File: config.mk
export PLATFORM = sky130hd
export DESIGN_NAME = bcfg_regs
export DESIGN_NICKNAME = d
export VERILOG_FILES = /design/src/bcfg_pkg.sv /design/src/bcfg_palette_dec.sv /design/src/bcfg_regs.sv
export SDC_FILE = /design/constraint.sdc
export NUM_CORES = 1
export LEC_CHECK = 0
export ABC_AREA = 1
export BUFFER_PORTS_ARGS = -buffer_cell sky130_fd_sc_hd__clkbuf_2
export CAP_MARGIN = 10
export CORE_MARGIN = 2
export CORE_UTILIZATION = 35
export CTS_CLUSTER_DIAMETER = 30
export DETAILED_ROUTE_END_ITERATION = 10
export PLACE_DENSITY = 0.8
export SYNTH_ARGS = -nofsm -noshare
export SYNTH_HDL_FRONTEND = slang
export SYNTH_SLANG_ARGS = --single-unit
File: constraint.sdc
create_clock -name clk -period 0.9 [get_ports clk]
set_clock_uncertainty 0.1 [all_clocks]
set_input_delay 0.135 -clock clk [delete_from_list [all_inputs] [get_ports clk]]
set_output_delay 0.135 -clock clk [all_outputs]
set_load 0.02 [all_outputs]
File: src/bcfg_pkg.sv
// constants for the bridge identity and command configuration registers
package bcfg_pkg;
   // configuration byte addresses of the two doublewords
   localparam logic [7:0] BCFG_OFF_IDENT = 8'h00;
   localparam logic [7:0] BCFG_OFF_CMD = 8'h04;
   // field positions inside the identity doubleword
   localparam int BCFG_MAKER_LSB = 0;
   localparam int BCFG_PART_LSB = 16;
   // command bit positions
   localparam int BCFG_CMD_IO_EN = 0;
   localparam int BCFG_CMD_MEM_EN = 1;
   localparam int BCFG_CMD_MASTER_EN = 2;
   localparam int BCFG_CMD_SPECIAL = 3;
   localparam int BCFG_CMD_MWI_EN = 4;
   localparam int BCFG_CMD_PALETTE_EN = 5;
   localparam int BCFG_CMD_PARITY_RESP = 6;
   localparam int BCFG_CMD_STEPPING = 7;
   localparam int BCFG_CMD_SERR_EN = 8;
   localparam int BCFG_CMD_FB2B_EN = 9;
   // status flag position in the command doubleword
   localparam int BCFG_STAT_DPERR = 24;
   // writable command bits: 0,1,2,5,6,8,9; bits 15:10 stay zero
   localparam logic [15:0] BCFG_CMD_RW_MASK = 16'h0367;
   localparam logic [15:0] BCFG_CMD_RESET = 16'h0000;
   localparam logic BCFG_DPERR_RESET = 1'h0;
   // palette addresses, low ten bits only
   localparam logic [9:0] BCFG_PAL_MASK_ADDR = 10'h3c6;
   localparam logic [9:0] BCFG_PAL_WRITE_ADDR = 10'h3c8;
   localparam logic [9:0] BCFG_PAL_DATA_ADDR = 10'h3c9;
endpackage

File: src/bcfg_palette_dec.sv
// palette snoop address decoder for primary i/o writes
`timescale 1ns/1ps
module bcfg_palette_dec
   import bcfg_pkg::*;
(
   input wire logic [15:0] io_addr,
   input wire logic io_write,
   input wire logic snoop_en,
   output logic hit
);
   logic [9:0] low_addr;

   // upper bits 15:10 are aliases and are not looked at
   assign low_addr = io_addr[9:0];

   // only writes are claimed; reads of the palette go to the normal decode
   assign hit = snoop_en && io_write &&
                ((low_addr == BCFG_PAL_MASK_ADDR) || (low_addr == BCFG_PAL_WRITE_ADDR) ||
                 (low_addr == BCFG_PAL_DATA_ADDR));
endmodule

File: src/bcfg_regs.sv
// identity and command configuration registers of the bridge primary port
`timescale 1ns/1ps
module bcfg_regs
   import bcfg_pkg::*;
#(
   parameter logic [15:0] MAKER_CODE = 16'h0a5c, // arbitrary value
   parameter logic [15:0] PART_CODE = 16'h0b6d // arbitrary value
)
(
   input wire logic clk,
   input wire logic rstn,
   // configuration access from the primary host
   input wire logic cfg_req,
   input wire logic cfg_write,
   input wire logic [7:0] cfg_addr,
   input wire logic [3:0] cfg_byte_en,
   input wire logic [31:0] cfg_wdata,
   output logic cfg_ack,
   output logic [31:0] cfg_rdata,
   // primary target decode
   input wire logic p_io_req,
   input wire logic p_io_write,
   input wire logic [15:0] p_io_addr,
   input wire logic p_mem_req,
   output logic p_io_claim,
   output logic p_mem_claim,
   output logic p_palette_claim,
   // upstream forwarding
   input wire logic s_fwd_req,
   output logic s_fwd_claim,
   output logic p_master_en,
   input wire logic fwd_mwi_active,
   output logic p_fb2b_en,
   // parity and system error
   input wire logic primary_parity_error_sig_n,
   output logic parity_action,
   input wire logic serr_req,
   output logic primary_system_error_out_o,
   output logic primary_system_error_out_oe
);
   logic [15:0] cmd_ff;
   logic [15:0] nxt_cmd;
   logic [15:0] cmd_wmask;
   logic [15:0] cmd_view;
   logic dperr_ff;
   logic nxt_dperr;
   logic cfg_ack_ff;
   logic [31:0] cfg_rdata_ff;
   logic [31:0] nxt_rdata;
   logic wr_cmd;
   logic rd_hit_ident;
   logic rd_hit_cmd;
   logic perr_seen;
   logic dperr_clr;

   ////////////////////////////////////////////////////////////////////////////////
   // address decode of the configuration access
   assign rd_hit_ident = (cfg_addr[7:2] == BCFG_OFF_IDENT[7:2]);
   assign rd_hit_cmd = (cfg_addr[7:2] == BCFG_OFF_CMD[7:2]);
   assign wr_cmd = cfg_req && cfg_write && rd_hit_cmd;

   // only writable bits in enabled byte lanes can change
   assign cmd_wmask = BCFG_CMD_RW_MASK & {{8{cfg_byte_en[1]}}, {8{cfg_byte_en[0]}}};

   // next command value; read-only and reserved bits never get stored
   always_comb
   begin
      nxt_cmd = cmd_ff;
      if (wr_cmd)
      begin
         nxt_cmd = (cmd_ff & ~cmd_wmask) | (cfg_wdata[15:0] & cmd_wmask);
      end
   end

   // command register storage
   always_ff @(posedge clk or negedge rstn)
   begin
      if (!rstn)
      begin
         cmd_ff <= BCFG_CMD_RESET;
      end
      else
      begin
         cmd_ff <= nxt_cmd;
      end
   end

   ////////////////////////////////////////////////////////////////////////////////
   // data parity detected flag; a new error in the clearing cycle wins
   assign perr_seen = !primary_parity_error_sig_n && cmd_ff[BCFG_CMD_PARITY_RESP];
   assign dperr_clr = wr_cmd && cfg_byte_en[3] && cfg_wdata[BCFG_STAT_DPERR];

   always_comb
   begin
      nxt_dperr = dperr_ff;
      if (perr_seen)
      begin
         nxt_dperr = 1'h1;
      end
      else if (dperr_clr)
      begin
         nxt_dperr = 1'h0;
      end
   end

   always_ff @(posedge clk or negedge rstn)
   begin
      if (!rstn)
      begin
         dperr_ff <= BCFG_DPERR_RESET;
      end
      else
      begin
         dperr_ff <= nxt_dperr;
      end
   end

   ////////////////////////////////////////////////////////////////////////////////
   // read view of the command word: bit 4 mirrors an active forwarded invalidate
   always_comb
   begin
      cmd_view = cmd_ff & BCFG_CMD_RW_MASK;
      cmd_view[BCFG_CMD_MWI_EN] = fwd_mwi_active;
   end

   // read mux; unmapped doublewords read zero
   always_comb
   begin
      nxt_rdata = 32'h0000_0000;
      if (rd_hit_ident)
      begin
         nxt_rdata = {PART_CODE, MAKER_CODE};
      end
      else if (rd_hit_cmd)
      begin
         nxt_rdata = {7'h00, dperr_ff, 8'h00, cmd_view};
      end
   end

   // answer one cycle after the request, read or write alike
   always_ff @(posedge clk or negedge rstn)
   begin
      if (!rstn)
      begin
         cfg_ack_ff <= 1'h0;
         cfg_rdata_ff <= 32'h0000_0000;
      end
      else
      begin
         cfg_ack_ff <= cfg_req;
         if (cfg_req && !cfg_write)
         begin
            cfg_rdata_ff <= nxt_rdata;
         end
      end
   end

   assign cfg_ack = cfg_ack_ff;
   assign cfg_rdata = cfg_rdata_ff;

   ////////////////////////////////////////////////////////////////////////////////
   // target and master gating driven straight from the command bits
   assign p_io_claim = p_io_req && cmd_ff[BCFG_CMD_IO_EN];
   assign p_mem_claim = p_mem_req && cmd_ff[BCFG_CMD_MEM_EN];
   assign p_master_en = cmd_ff[BCFG_CMD_MASTER_EN];
   assign s_fwd_claim = s_fwd_req && cmd_ff[BCFG_CMD_MASTER_EN];
   assign p_fb2b_en = cmd_ff[BCFG_CMD_FB2B_EN];
   assign parity_action = perr_seen;

   // open-drain error pin: drive low only while enabled
   assign primary_system_error_out_o = 1'h0;
   assign primary_system_error_out_oe = serr_req && cmd_ff[BCFG_CMD_SERR_EN];

   // palette decode kept apart so the alias rule stays in one place
   bcfg_palette_dec u_pal
   (
      .io_addr(p_io_addr),
      .io_write(p_io_write && p_io_req),
      .snoop_en(cmd_ff[BCFG_CMD_PALETTE_EN]),
      .hit(p_palette_claim)
   );

   ////////////////////////////////////////////////////////////////////////////////
   // checks
   a_ident_read: assert property (@(posedge clk) disable iff (!rstn)
      (cfg_req && !cfg_write && rd_hit_ident) |=> (cfg_ack && cfg_rdata == {PART_CODE, MAKER_CODE}))
      else $error("identity doubleword read wrong");
   a_part_fixed: assert property (@(posedge clk) disable iff (!rstn)
      (cfg_ack && $past(rd_hit_ident && !cfg_write)) |-> (cfg_rdata[31:16] == PART_CODE))
      else $error("part code not fixed");
   a_cmd_write: assert property (@(posedge clk) disable iff (!rstn)
      (wr_cmd && cfg_byte_en[0]) |=> (cmd_ff[2:0] == $past(cfg_wdata[2:0])))
      else $error("command low bits not written");
   a_mem_gate: assert property (@(posedge clk) disable iff (!rstn)
      (wr_cmd && cfg_byte_en[0] && !cfg_wdata[1]) ##1 (p_mem_req && !wr_cmd) |-> !p_mem_claim)
      else $error("memory claimed while disabled");
   a_master_gate: assert property (@(posedge clk) disable iff (!rstn)
      s_fwd_claim |-> (p_master_en && s_fwd_req))
      else $error("forward claimed without master enable");
   a_ro_bits: assert property (@(posedge clk) disable iff (!rstn)
      (cfg_ack && $past(rd_hit_cmd && !cfg_write)) |-> (cfg_rdata[15:10] == 6'h00 && !cfg_rdata[3] && !cfg_rdata[7]))
      else $error("read-only command bits not zero");
   a_mwi_view: assert property (@(posedge clk) disable iff (!rstn)
      (cfg_req && !cfg_write && rd_hit_cmd) |=> (cfg_rdata[BCFG_CMD_MWI_EN] == $past(fwd_mwi_active)))
      else $error("invalidate enable view wrong");
   a_palette_dec: assert property (@(posedge clk) disable iff (!rstn)
      (p_io_req && p_io_write && cmd_ff[BCFG_CMD_PALETTE_EN] && p_io_addr[9:0] == 10'h3c8) |-> p_palette_claim)
      else $error("palette write not claimed");
   a_parity_flag: assert property (@(posedge clk) disable iff (!rstn)
      (!primary_parity_error_sig_n && cmd_ff[BCFG_CMD_PARITY_RESP]) |=> dperr_ff)
      else $error("parity flag not set");
   a_flag_clear: assert property (@(posedge clk) disable iff (!rstn)
      (dperr_clr && !perr_seen) |=> !dperr_ff)
      else $error("parity flag not cleared");
   a_serr_drv: assert property (@(posedge clk) disable iff (!rstn)
      (!cmd_ff[BCFG_CMD_SERR_EN] && !wr_cmd) |=> !primary_system_error_out_oe)
      else $error("error pin driven while disabled");
   a_ro_keep: assert property (@(posedge clk) disable iff (!rstn)
      wr_cmd |=> (cmd_ff[15:10] == 6'h00 && !cmd_ff[7] && !cmd_ff[4] && !cmd_ff[3]))
      else $error("read-only command bit stored");
   a_fb2b_en: assert property (@(posedge clk) disable iff (!rstn)
      (wr_cmd && cfg_byte_en[1]) |=> (p_fb2b_en == $past(cfg_wdata[9])))
      else $error("fast back-to-back enable not written");

   ////////////////////////////////////////////////////////////////////////////////
   // maker code on identity reads, then level checks on gates and stored bits that hold in every cycle, not only after a write
   a_maker_fixed: assert property (@(posedge clk) disable iff (!rstn)
      (cfg_ack && $past(rd_hit_ident && !cfg_write)) |-> (cfg_rdata[15:0] == MAKER_CODE))
      else $error("maker code not fixed");
   a_io_gate: assert property (@(posedge clk) disable iff (!rstn)
      !cmd_ff[BCFG_CMD_IO_EN] |-> !p_io_claim)
      else $error("i/o claimed while disabled");
   a_mem_level: assert property (@(posedge clk) disable iff (!rstn)
      !cmd_ff[BCFG_CMD_MEM_EN] |-> !p_mem_claim)
      else $error("memory claimed while bit clear");
   a_master_off: assert property (@(posedge clk) disable iff (!rstn)
      !cmd_ff[BCFG_CMD_MASTER_EN] |-> (!p_master_en && !s_fwd_claim))
      else $error("master active while disabled");
   a_special_ro: assert property (@(posedge clk) disable iff (!rstn)
      !cmd_ff[BCFG_CMD_SPECIAL])
      else $error("special cycle bit stored");
   a_mwi_store: assert property (@(posedge clk) disable iff (!rstn)
      !cmd_ff[BCFG_CMD_MWI_EN])
      else $error("invalidate enable bit stored");
   a_palette_off: assert property (@(posedge clk) disable iff (!rstn)
      !cmd_ff[BCFG_CMD_PALETTE_EN] |-> !p_palette_claim)
      else $error("palette claimed while snoop off");
   a_palette_rd: assert property (@(posedge clk) disable iff (!rstn)
      (p_io_req && !p_io_write) |-> !p_palette_claim)
      else $error("palette read claimed");
   a_parity_off: assert property (@(posedge clk) disable iff (!rstn)
      !cmd_ff[BCFG_CMD_PARITY_RESP] |-> !parity_action)
      else $error("parity action while response off");
   a_parity_on: assert property (@(posedge clk) disable iff (!rstn)
      (!primary_parity_error_sig_n && cmd_ff[BCFG_CMD_PARITY_RESP]) |-> parity_action)
      else $error("parity action missing");
   a_stepping_ro: assert property (@(posedge clk) disable iff (!rstn)
      !cmd_ff[BCFG_CMD_STEPPING])
      else $error("stepping bit stored");
   a_serr_on: assert property (@(posedge clk) disable iff (!rstn)
      (serr_req && cmd_ff[BCFG_CMD_SERR_EN]) |-> primary_system_error_out_oe)
      else $error("error pin not driven while enabled");
   a_fb2b_off: assert property (@(posedge clk) disable iff (!rstn)
      !cmd_ff[BCFG_CMD_FB2B_EN] |-> !p_fb2b_en)
      else $error("fast back-to-back on while bit clear");
   a_reserved_ro: assert property (@(posedge clk) disable iff (!rstn)
      (cmd_ff[15:10] == 6'h00))
      else $error("reserved command bits stored");

   ////////////////////////////////////////////////////////////////////////////////
   // flag ordering: a new error beats a clear landing in the same cycle
   a_flag_wins: assert property (@(posedge clk) disable iff (!rstn)
      (perr_seen && dperr_clr) |=> dperr_ff)
      else $error("clear beat a new parity error");
   a_flag_hold: assert property (@(posedge clk) disable iff (!rstn)
      (!perr_seen && !dperr_clr) |=> (dperr_ff == $past(dperr_ff)))
      else $error("parity flag changed by itself");

   ////////////////////////////////////////////////////////////////////////////////
   // bus answer: exactly one acknowledge per request, and ident writes touch nothing
   a_ack_pulse: assert property (@(posedge clk) disable iff (!rstn)
      cfg_req |=> cfg_ack)
      else $error("request not acknowledged");
   a_ack_quiet: assert property (@(posedge clk) disable iff (!rstn)
      !cfg_req |=> !cfg_ack)
      else $error("acknowledge without request");
   a_ident_keep: assert property (@(posedge clk) disable iff (!rstn)
      (cfg_req && cfg_write && rd_hit_ident) |=> (cmd_ff == $past(cmd_ff)))
      else $error("identity write changed command");
endmodule

# --- Yosys cells after proc, flatten, opt, wreduce, memory -nomap -nowiden ---
# Cells that the tools add are included.
totals:
  inputBits: 71
  output_inout_bits: 42
  regBits: 50
  wordCells: 35
op_classes:
  n_bitwise: 4
  muxes: 4
  n_eq_ne: 4
  reduce_logical: 19
ops:
  columns: ["operator", "count"]
  rows:
  - ["$eq 10x10->1 const B", 3]
  - ["$mux 28", 1]
  - ["$mux 25", 1]
  - ["$and 16x10->16", 1]
  - ["$and 16x16->16", 1]
  - ["$not 10->16", 1]
  - ["$or 16x16->16", 1]
  - ["$logic_and 1x1->1", 13]
  - ["$eq 6x1->1 const B", 1]
  - ["$logic_not 6->1", 1]
  - ["$logic_not 1->1", 2]
  - ["$logic_or 1x1->1", 2]
  - ["$mux 1", 2]
  - ["$reduce_bool 2->1", 1]

# --- Longest topological paths before layout ---
# Gate-level depths: netlist of the first run.
depth:
  word_depth: 6
  ltp_mapped: 6
  ltp_nobuf: 6

# --- Modules after synthesis ---
# From an unflattened synthesis of the first run, not the netlist that was laid out.
unflattened:
  hier_cells: 147
  hier_area_um2: 1128.6
modules_own_cells:
  columns: ["module", "cells_each", "area_each_um2", "seq_area_each_um2", "instances"]
  rows:
  - ["bcfg_regs", 128, 1054.8, 475.5, 1]
  - ["bcfg_palette_dec", 19, 73.8, 0.0, 1]

# --- Worst setup path after synthesis of the first run ---
# OpenSTA, ideal clock, no wires.
synth_path:
  kind: "register to output"
  startpoint: "register with a tool-made name"
  endpoint: "output port p_palette_claim"
  setup_slack_ns: -0.153
  required_ns: 0.665
  arrival_time_ns: 0.818
  path_stages_with_launch: 5
  path_buffers: 0
  path_cell_list: "dfrtp_1 nand2_1 nor2_1 nand2_1 nor2_1"
synth_lines:
  columns: ["item", "line", "source"]
  rows:
  - ["end: declaration", "bcfg_regs.sv:27", "output logic p_palette_claim,"]

==> metrics.cfg, run 1 <==
[sta]
final_period_minus_worst_setup_slack_ns=1.32
hold_ws_ns=-0.00499
fin_ws_ns=-0.420
hold_viol=1
timing.fmax_mhz=758
period_share_pct=147
setup_viol=27
maxSlewViolCount=0
tns_ns=-6.94
rsz0062_at_grt=true

[synth]
yosys_warnings=0
yosysUniqueCellTypes=16
avgSynthCellArea_um2=7.95
synth_cells=139
synth_seq_cells=19
synth_area_um2=1100
ys_seq_area_share_pct=43.0

[cts]
path_clk_slew_ns=0.11
cts_tree=built
clk_latency_ns=0.29
numCtsBuffers=3
clkSinkCount=19
htree_num_levels=1
hold_buffers=11
cts-root-buf=clkbuf_4
cts_buffer_depth=2

[critical_path]
worstSetupStartpointType=flop
r2r-end=cfg_rdata[9]
cp_cell_sequence=nand2_1 -> nor2_1 -> nand2_1 -> nor2_2 -> clkbuf_8
r2r_cells=3
critPathKind=flop to output port
slowest_stage=dfrtp_1
slowest_delay_ns=0.36
worstPathMaxFanout=2
critPathBufInv=1
crit_required_ns=0.66
rrSetupSlack_ns=0.02
critPathMostFrequentCell=nand2_1
endpoint_kind=output port
worstPathArrival_ns=1.08
crit_family=flip-flops

[run_status]
status=finished with violations
violations=negative hold slack, negative setup slack

[floorplanning]
chipHeight_um=60.2
start_util_pct=36.5
core_um2=3030
dieArea_um2=3620
ios=113
die_w_um=60.2
rows=20

[hold_path]
whs_path_depth=4
hp-class=input pin to flop
min_to=dperr_ff
hold_start=primary_parity_error_sig_n

[global_route]
grt-ovfl-total=0
antenna_found_initial=0
grt_pass1_wl_um=4220
grtUsageTotal_pct=15.5
grt_pass1_vias=980
grt_max_degree=20

[routing]
drtIter0Drc=11
ant_nets=0
wire_per_inst_um=10.5
route.vias.total=1146
drc=0
firstDrtPassIters=4
wirelength_um=2840
vias_per_cell=4.21

[power]
vdd_drop_max_v=0.000597
power.total_mw=1.78
power_density_nw_per_um2=939
p_leak_nw=1.09

[placement]
gp_congestion=0.794
dpl.hpwl_um=1990
io_buffers=64

[final_layout]
multiInputGateArea_um2=489
n_antenna_cell=0
area_growth_pct=71.5
nNetsFinal=300
drive_above_1_share_pct=47.4
regArea_um2=478
n_fill_cell=265
layout_common_cells=nand2_1, clkbuf_2, buf_6

[run]
cap_violations=0

-- power breakdown --
part           internal (mW)  switching, mW
combinational          0.198          0.236
clock                  0.172          0.261
sequential             0.887         0.0243
-- layout make-up --
class,count,area share [%]
clock buffer,4,1.39
multi-input combinational,94,25.8
inverter,15,3.17
timing repair buffer,96,41.5
sequential,19,25.2
tap,44,2.91
-- logic make-up after synthesis --
group | Yosys count | share of synthesized area [%]
flops | 19 | 43.0
buf+inv | 40 | 22.4
other cells | 1 | 0.339
simple gates | 77 | 33.1
compound gates | 2 | 1.13
-- cell usage after synthesis (all sizes together) --
cell,count,share of area [%]
a21oi,1,0.45
dfrtp,19,43
nand3,18,8.6
inv,13,4.4
clkinv,2,0.68
nor2,9,5.2
nand4,9,5.1
o31ai,1,0.68
conb,1,0.34
buf,25,17
nand2,41,14
-- per-stage QoR --
stage | area [um^2] | setup WS (ns) | util (%) | instances
after global routing | 1890 | -0.509 | 62.6 | 272
after detailed placement | 1420 | -0.265 | 46.9 | 243
after floorplan | 1180 | -0.0824 | - | 153
final | 1890 | -0.420 | 62.6 | 272
after global placement | 1420 | -0.220 | 46.9 | 243
after CTS | 1700 | -0.418 | 56.1 | 267
-- routing by layer --
layer  part of all wire (%)  track usage [%]  up-vias
met5                      0                0        -
met1                     41             20.1      525
met2                     54             25.9       35
li1                       -                -      582
met3                    3.1             1.30        4
met4                    1.4             7.62        0
-- timing repair --
action,in CTS,in global routing
buffers inserted,9,8
pin swaps,2,9
endpoints found under the setup margin,28,34
hold endpoints to repair,29,1
resized for setup,17,74
-- worst max-delay path by stage --
| stage | endpoint | slack (ns) | depth (start not counted) |
|---|---|---|---|
| 3_5_place_dp | flop | -0.26 | 7 |
| 3_3_place_gp | cfg_rdata[6] | -0.22 | 6 |
| 5_1_grt | p_palette_claim | -0.51 | 5 |
| 6_report | p_palette_claim | -0.42 | 5 |
| 2_1_floorplan | p_palette_claim | -0.08 | 4 |
| 4_1_cts | p_palette_claim | -0.42 | 5 |
-- worst min-delay path, delay by kind of cell --
kind | cells | cell delay [ns]
buf+inv | 2 | 0.15
simple gates | 2 | 0.08
(Power assumes the default switching activity.)
==> inputs of run 2 (changes only) <==
--- a/config.mk
+++ b/config.mk
@@ -8,11 +8,15 @@
 export ABC_AREA = 1
 export BUFFER_PORTS_ARGS = -buffer_cell sky130_fd_sc_hd__clkbuf_2
 export CAP_MARGIN = 10
+export CELL_PAD_IN_SITES_DETAIL_PLACEMENT = 0
+export CELL_PAD_IN_SITES_GLOBAL_PLACEMENT = 1
 export CORE_MARGIN = 2
-export CORE_UTILIZATION = 35
+export CORE_UTILIZATION = 22
 export CTS_CLUSTER_DIAMETER = 30
+export CTS_CLUSTER_SIZE = 28
 export DETAILED_ROUTE_END_ITERATION = 10
-export PLACE_DENSITY = 0.8
+export PLACE_DENSITY_LB_ADDON = 0.1
+export SETUP_SLACK_MARGIN = 0.5
 export SYNTH_ARGS = -nofsm -noshare
 export SYNTH_HDL_FRONTEND = slang
 export SYNTH_SLANG_ARGS = --single-unit
==> run 2 against run 1 <==
Design area rose by 11%. Flip-flop and latch count unchanged. First-iteration DRC count rose to 2.6 times the previous value. Fmax up 3.9%. Critical path depth did not move. Sequential power is essentially flat. Largest cell class unchanged. Global-route usage shrank 3.6 points. Total power up 13%. Highest routed layer unchanged. Non-clock buffer count is 8 lower. The run still ends with negative hold slack, negative setup slack left. Wire length is 15% higher. Core utilization decreased by 19 points.
==> metrics.cfg, run 2 (synthesis results as in run 1) <==
[run_status]
status=finished with violations
violations=negative hold slack, negative setup slack

[hold_path]
hp-class=input pin to asynchronous set/reset pin

[routing]
drc=0
wirelength_um=3260
wire_per_inst_um=11.3
route.vias.total=1162
vias_per_cell=4.02
drtIter0Drc=29
firstDrtPassIters=4
ant_nets=0

[sta]
hold_ws_ns=-0.288
timing.fmax_mhz=787
final_period_minus_worst_setup_slack_ns=1.27
rsz0062_at_grt=true
setup_viol=36
fin_ws_ns=-0.370
period_share_pct=141
maxSlewViolCount=0
hold_viol=20

[floorplanning]
rows=25
chipHeight_um=74.9
ios=113
die_w_um=74.9
dieArea_um2=5600
start_util_pct=23.1
core_um2=4790

[cts]
clk_latency_ns=0.25
htree_num_levels=1
cts_tree=built
cts-root-buf=clkbuf_8
clkSinkCount=19
path_clk_slew_ns=0.07
numCtsBuffers=3
cts_buffer_depth=2

[final_layout]
final_common_cell=buf_6
n_antenna_cell=0
drive_above_1_share_pct=65.8
area_growth_pct=89.7
nNetsFinal=294
layout_common_cells=buf_6, clkbuf_2, nand2_1

[power]
power.total_mw=2.01
vdd_drop_max_v=0.000409
p_leak_nw=1.12
power_density_nw_per_um2=961

[global_route]
grt_pass1_wl_um=5040
grt-ovfl-total=0
grt_max_degree=20
antenna_found_initial=0
grtUsageTotal_pct=11.9
grt_pass1_vias=1123

[placement]
gp_congestion=0.679
dpl.hpwl_um=2180
io_buffers=64
place_ws_ns=-0.286

[critical_path]
endpoint=p_palette_claim
crit_required_ns=0.66
rrSetupSlack_ns=-0.17
endpoint_kind=output port
worstSetupStartpointType=flop
r2r-end=cfg_rdata[6]
worstPathArrival_ns=1.03
critPathKind=flop to output port
r2r_cells=5
worstPathMaxFanout=2

[run]
cap_violations=0

## run 2: cell count changes in the layout (fill, tap and decap cells not counted), sizes merged
cell         before  now
buf              42   54
dlygate4sd3      11    0
nor2              9   11
clkbuf           47   38
clkinvlp          1    0
clkinv            1    2
## run 2: cell type report
class | instances | area, um^2
Tap cell | 67 | 83.8
Fill cell | 497 | 2690
Timing Repair Buffer | 88 | 803
Sequential cell | 19 | 490
Clock buffer | 4 | 45.0
Inverter | 15 | 68.8
Multi-Input combinational cell | 96 | 604
## run 2: power breakdown
part / switching (mW) / internal (mW)
clock network: 0.295 / 0.315
registers: 0.0266 / 0.888
logic: 0.266 / 0.225
total: 0.587 / 1.43
## run 2: stage by stage
step                utilization, %  setup TNS (ns)  std cells  area (um^2)  hold WS, ns
detailed placement            31.7           -4.38        267         1520       0.0318
finish                        43.8           -6.34        289         2100       -0.288
CTS                           39.1           -6.39        286         1870       -0.249
global placement              31.7           -4.09        267         1520       0.0253
global route                  43.8           -7.54        289         2100       -0.255
floorplan                        -          -0.177        153         1250       -0.261
## run 2: layer usage
layer,wire length [um],vias up,share of wire [%],track usage [%]
met5,0,-,0,0
met4,70,0,2.1,5.36
met3,193,7,5.9,1.07
met2,1730,53,53,21.3
met1,1270,530,39,14.3
li1,-,572,-,-
## run 2: repair_timing
item	CTS	global route
gates resized for setup	45	83
pin swaps	14	17
gates cloned	2	0
buffers inserted	13	3
endpoints found under the setup margin	45	57
hold endpoints to repair	22	20
## run 2: worst min path at each step
stage	cells past startpoint	start	endpoint
final	1	rstn	cfg_ack
after global routing	1	rstn	cfg_ack
after CTS	1	rstn	cfg_ack
after detailed placement	1	rstn	cfg_ack
after global placement	1	rstn	cfg_ack
after floorplan	0	rstn	asynchronous set/reset pin
## run 2: worst max-delay path, cell delays in order, from the launching register on
cell and delay (ns):
dfrtp_1 0.35, nand2_1 0.05, nor2_1 0.08, nand2_1 0.08
nor2_4 0.10, buf_8 0.11
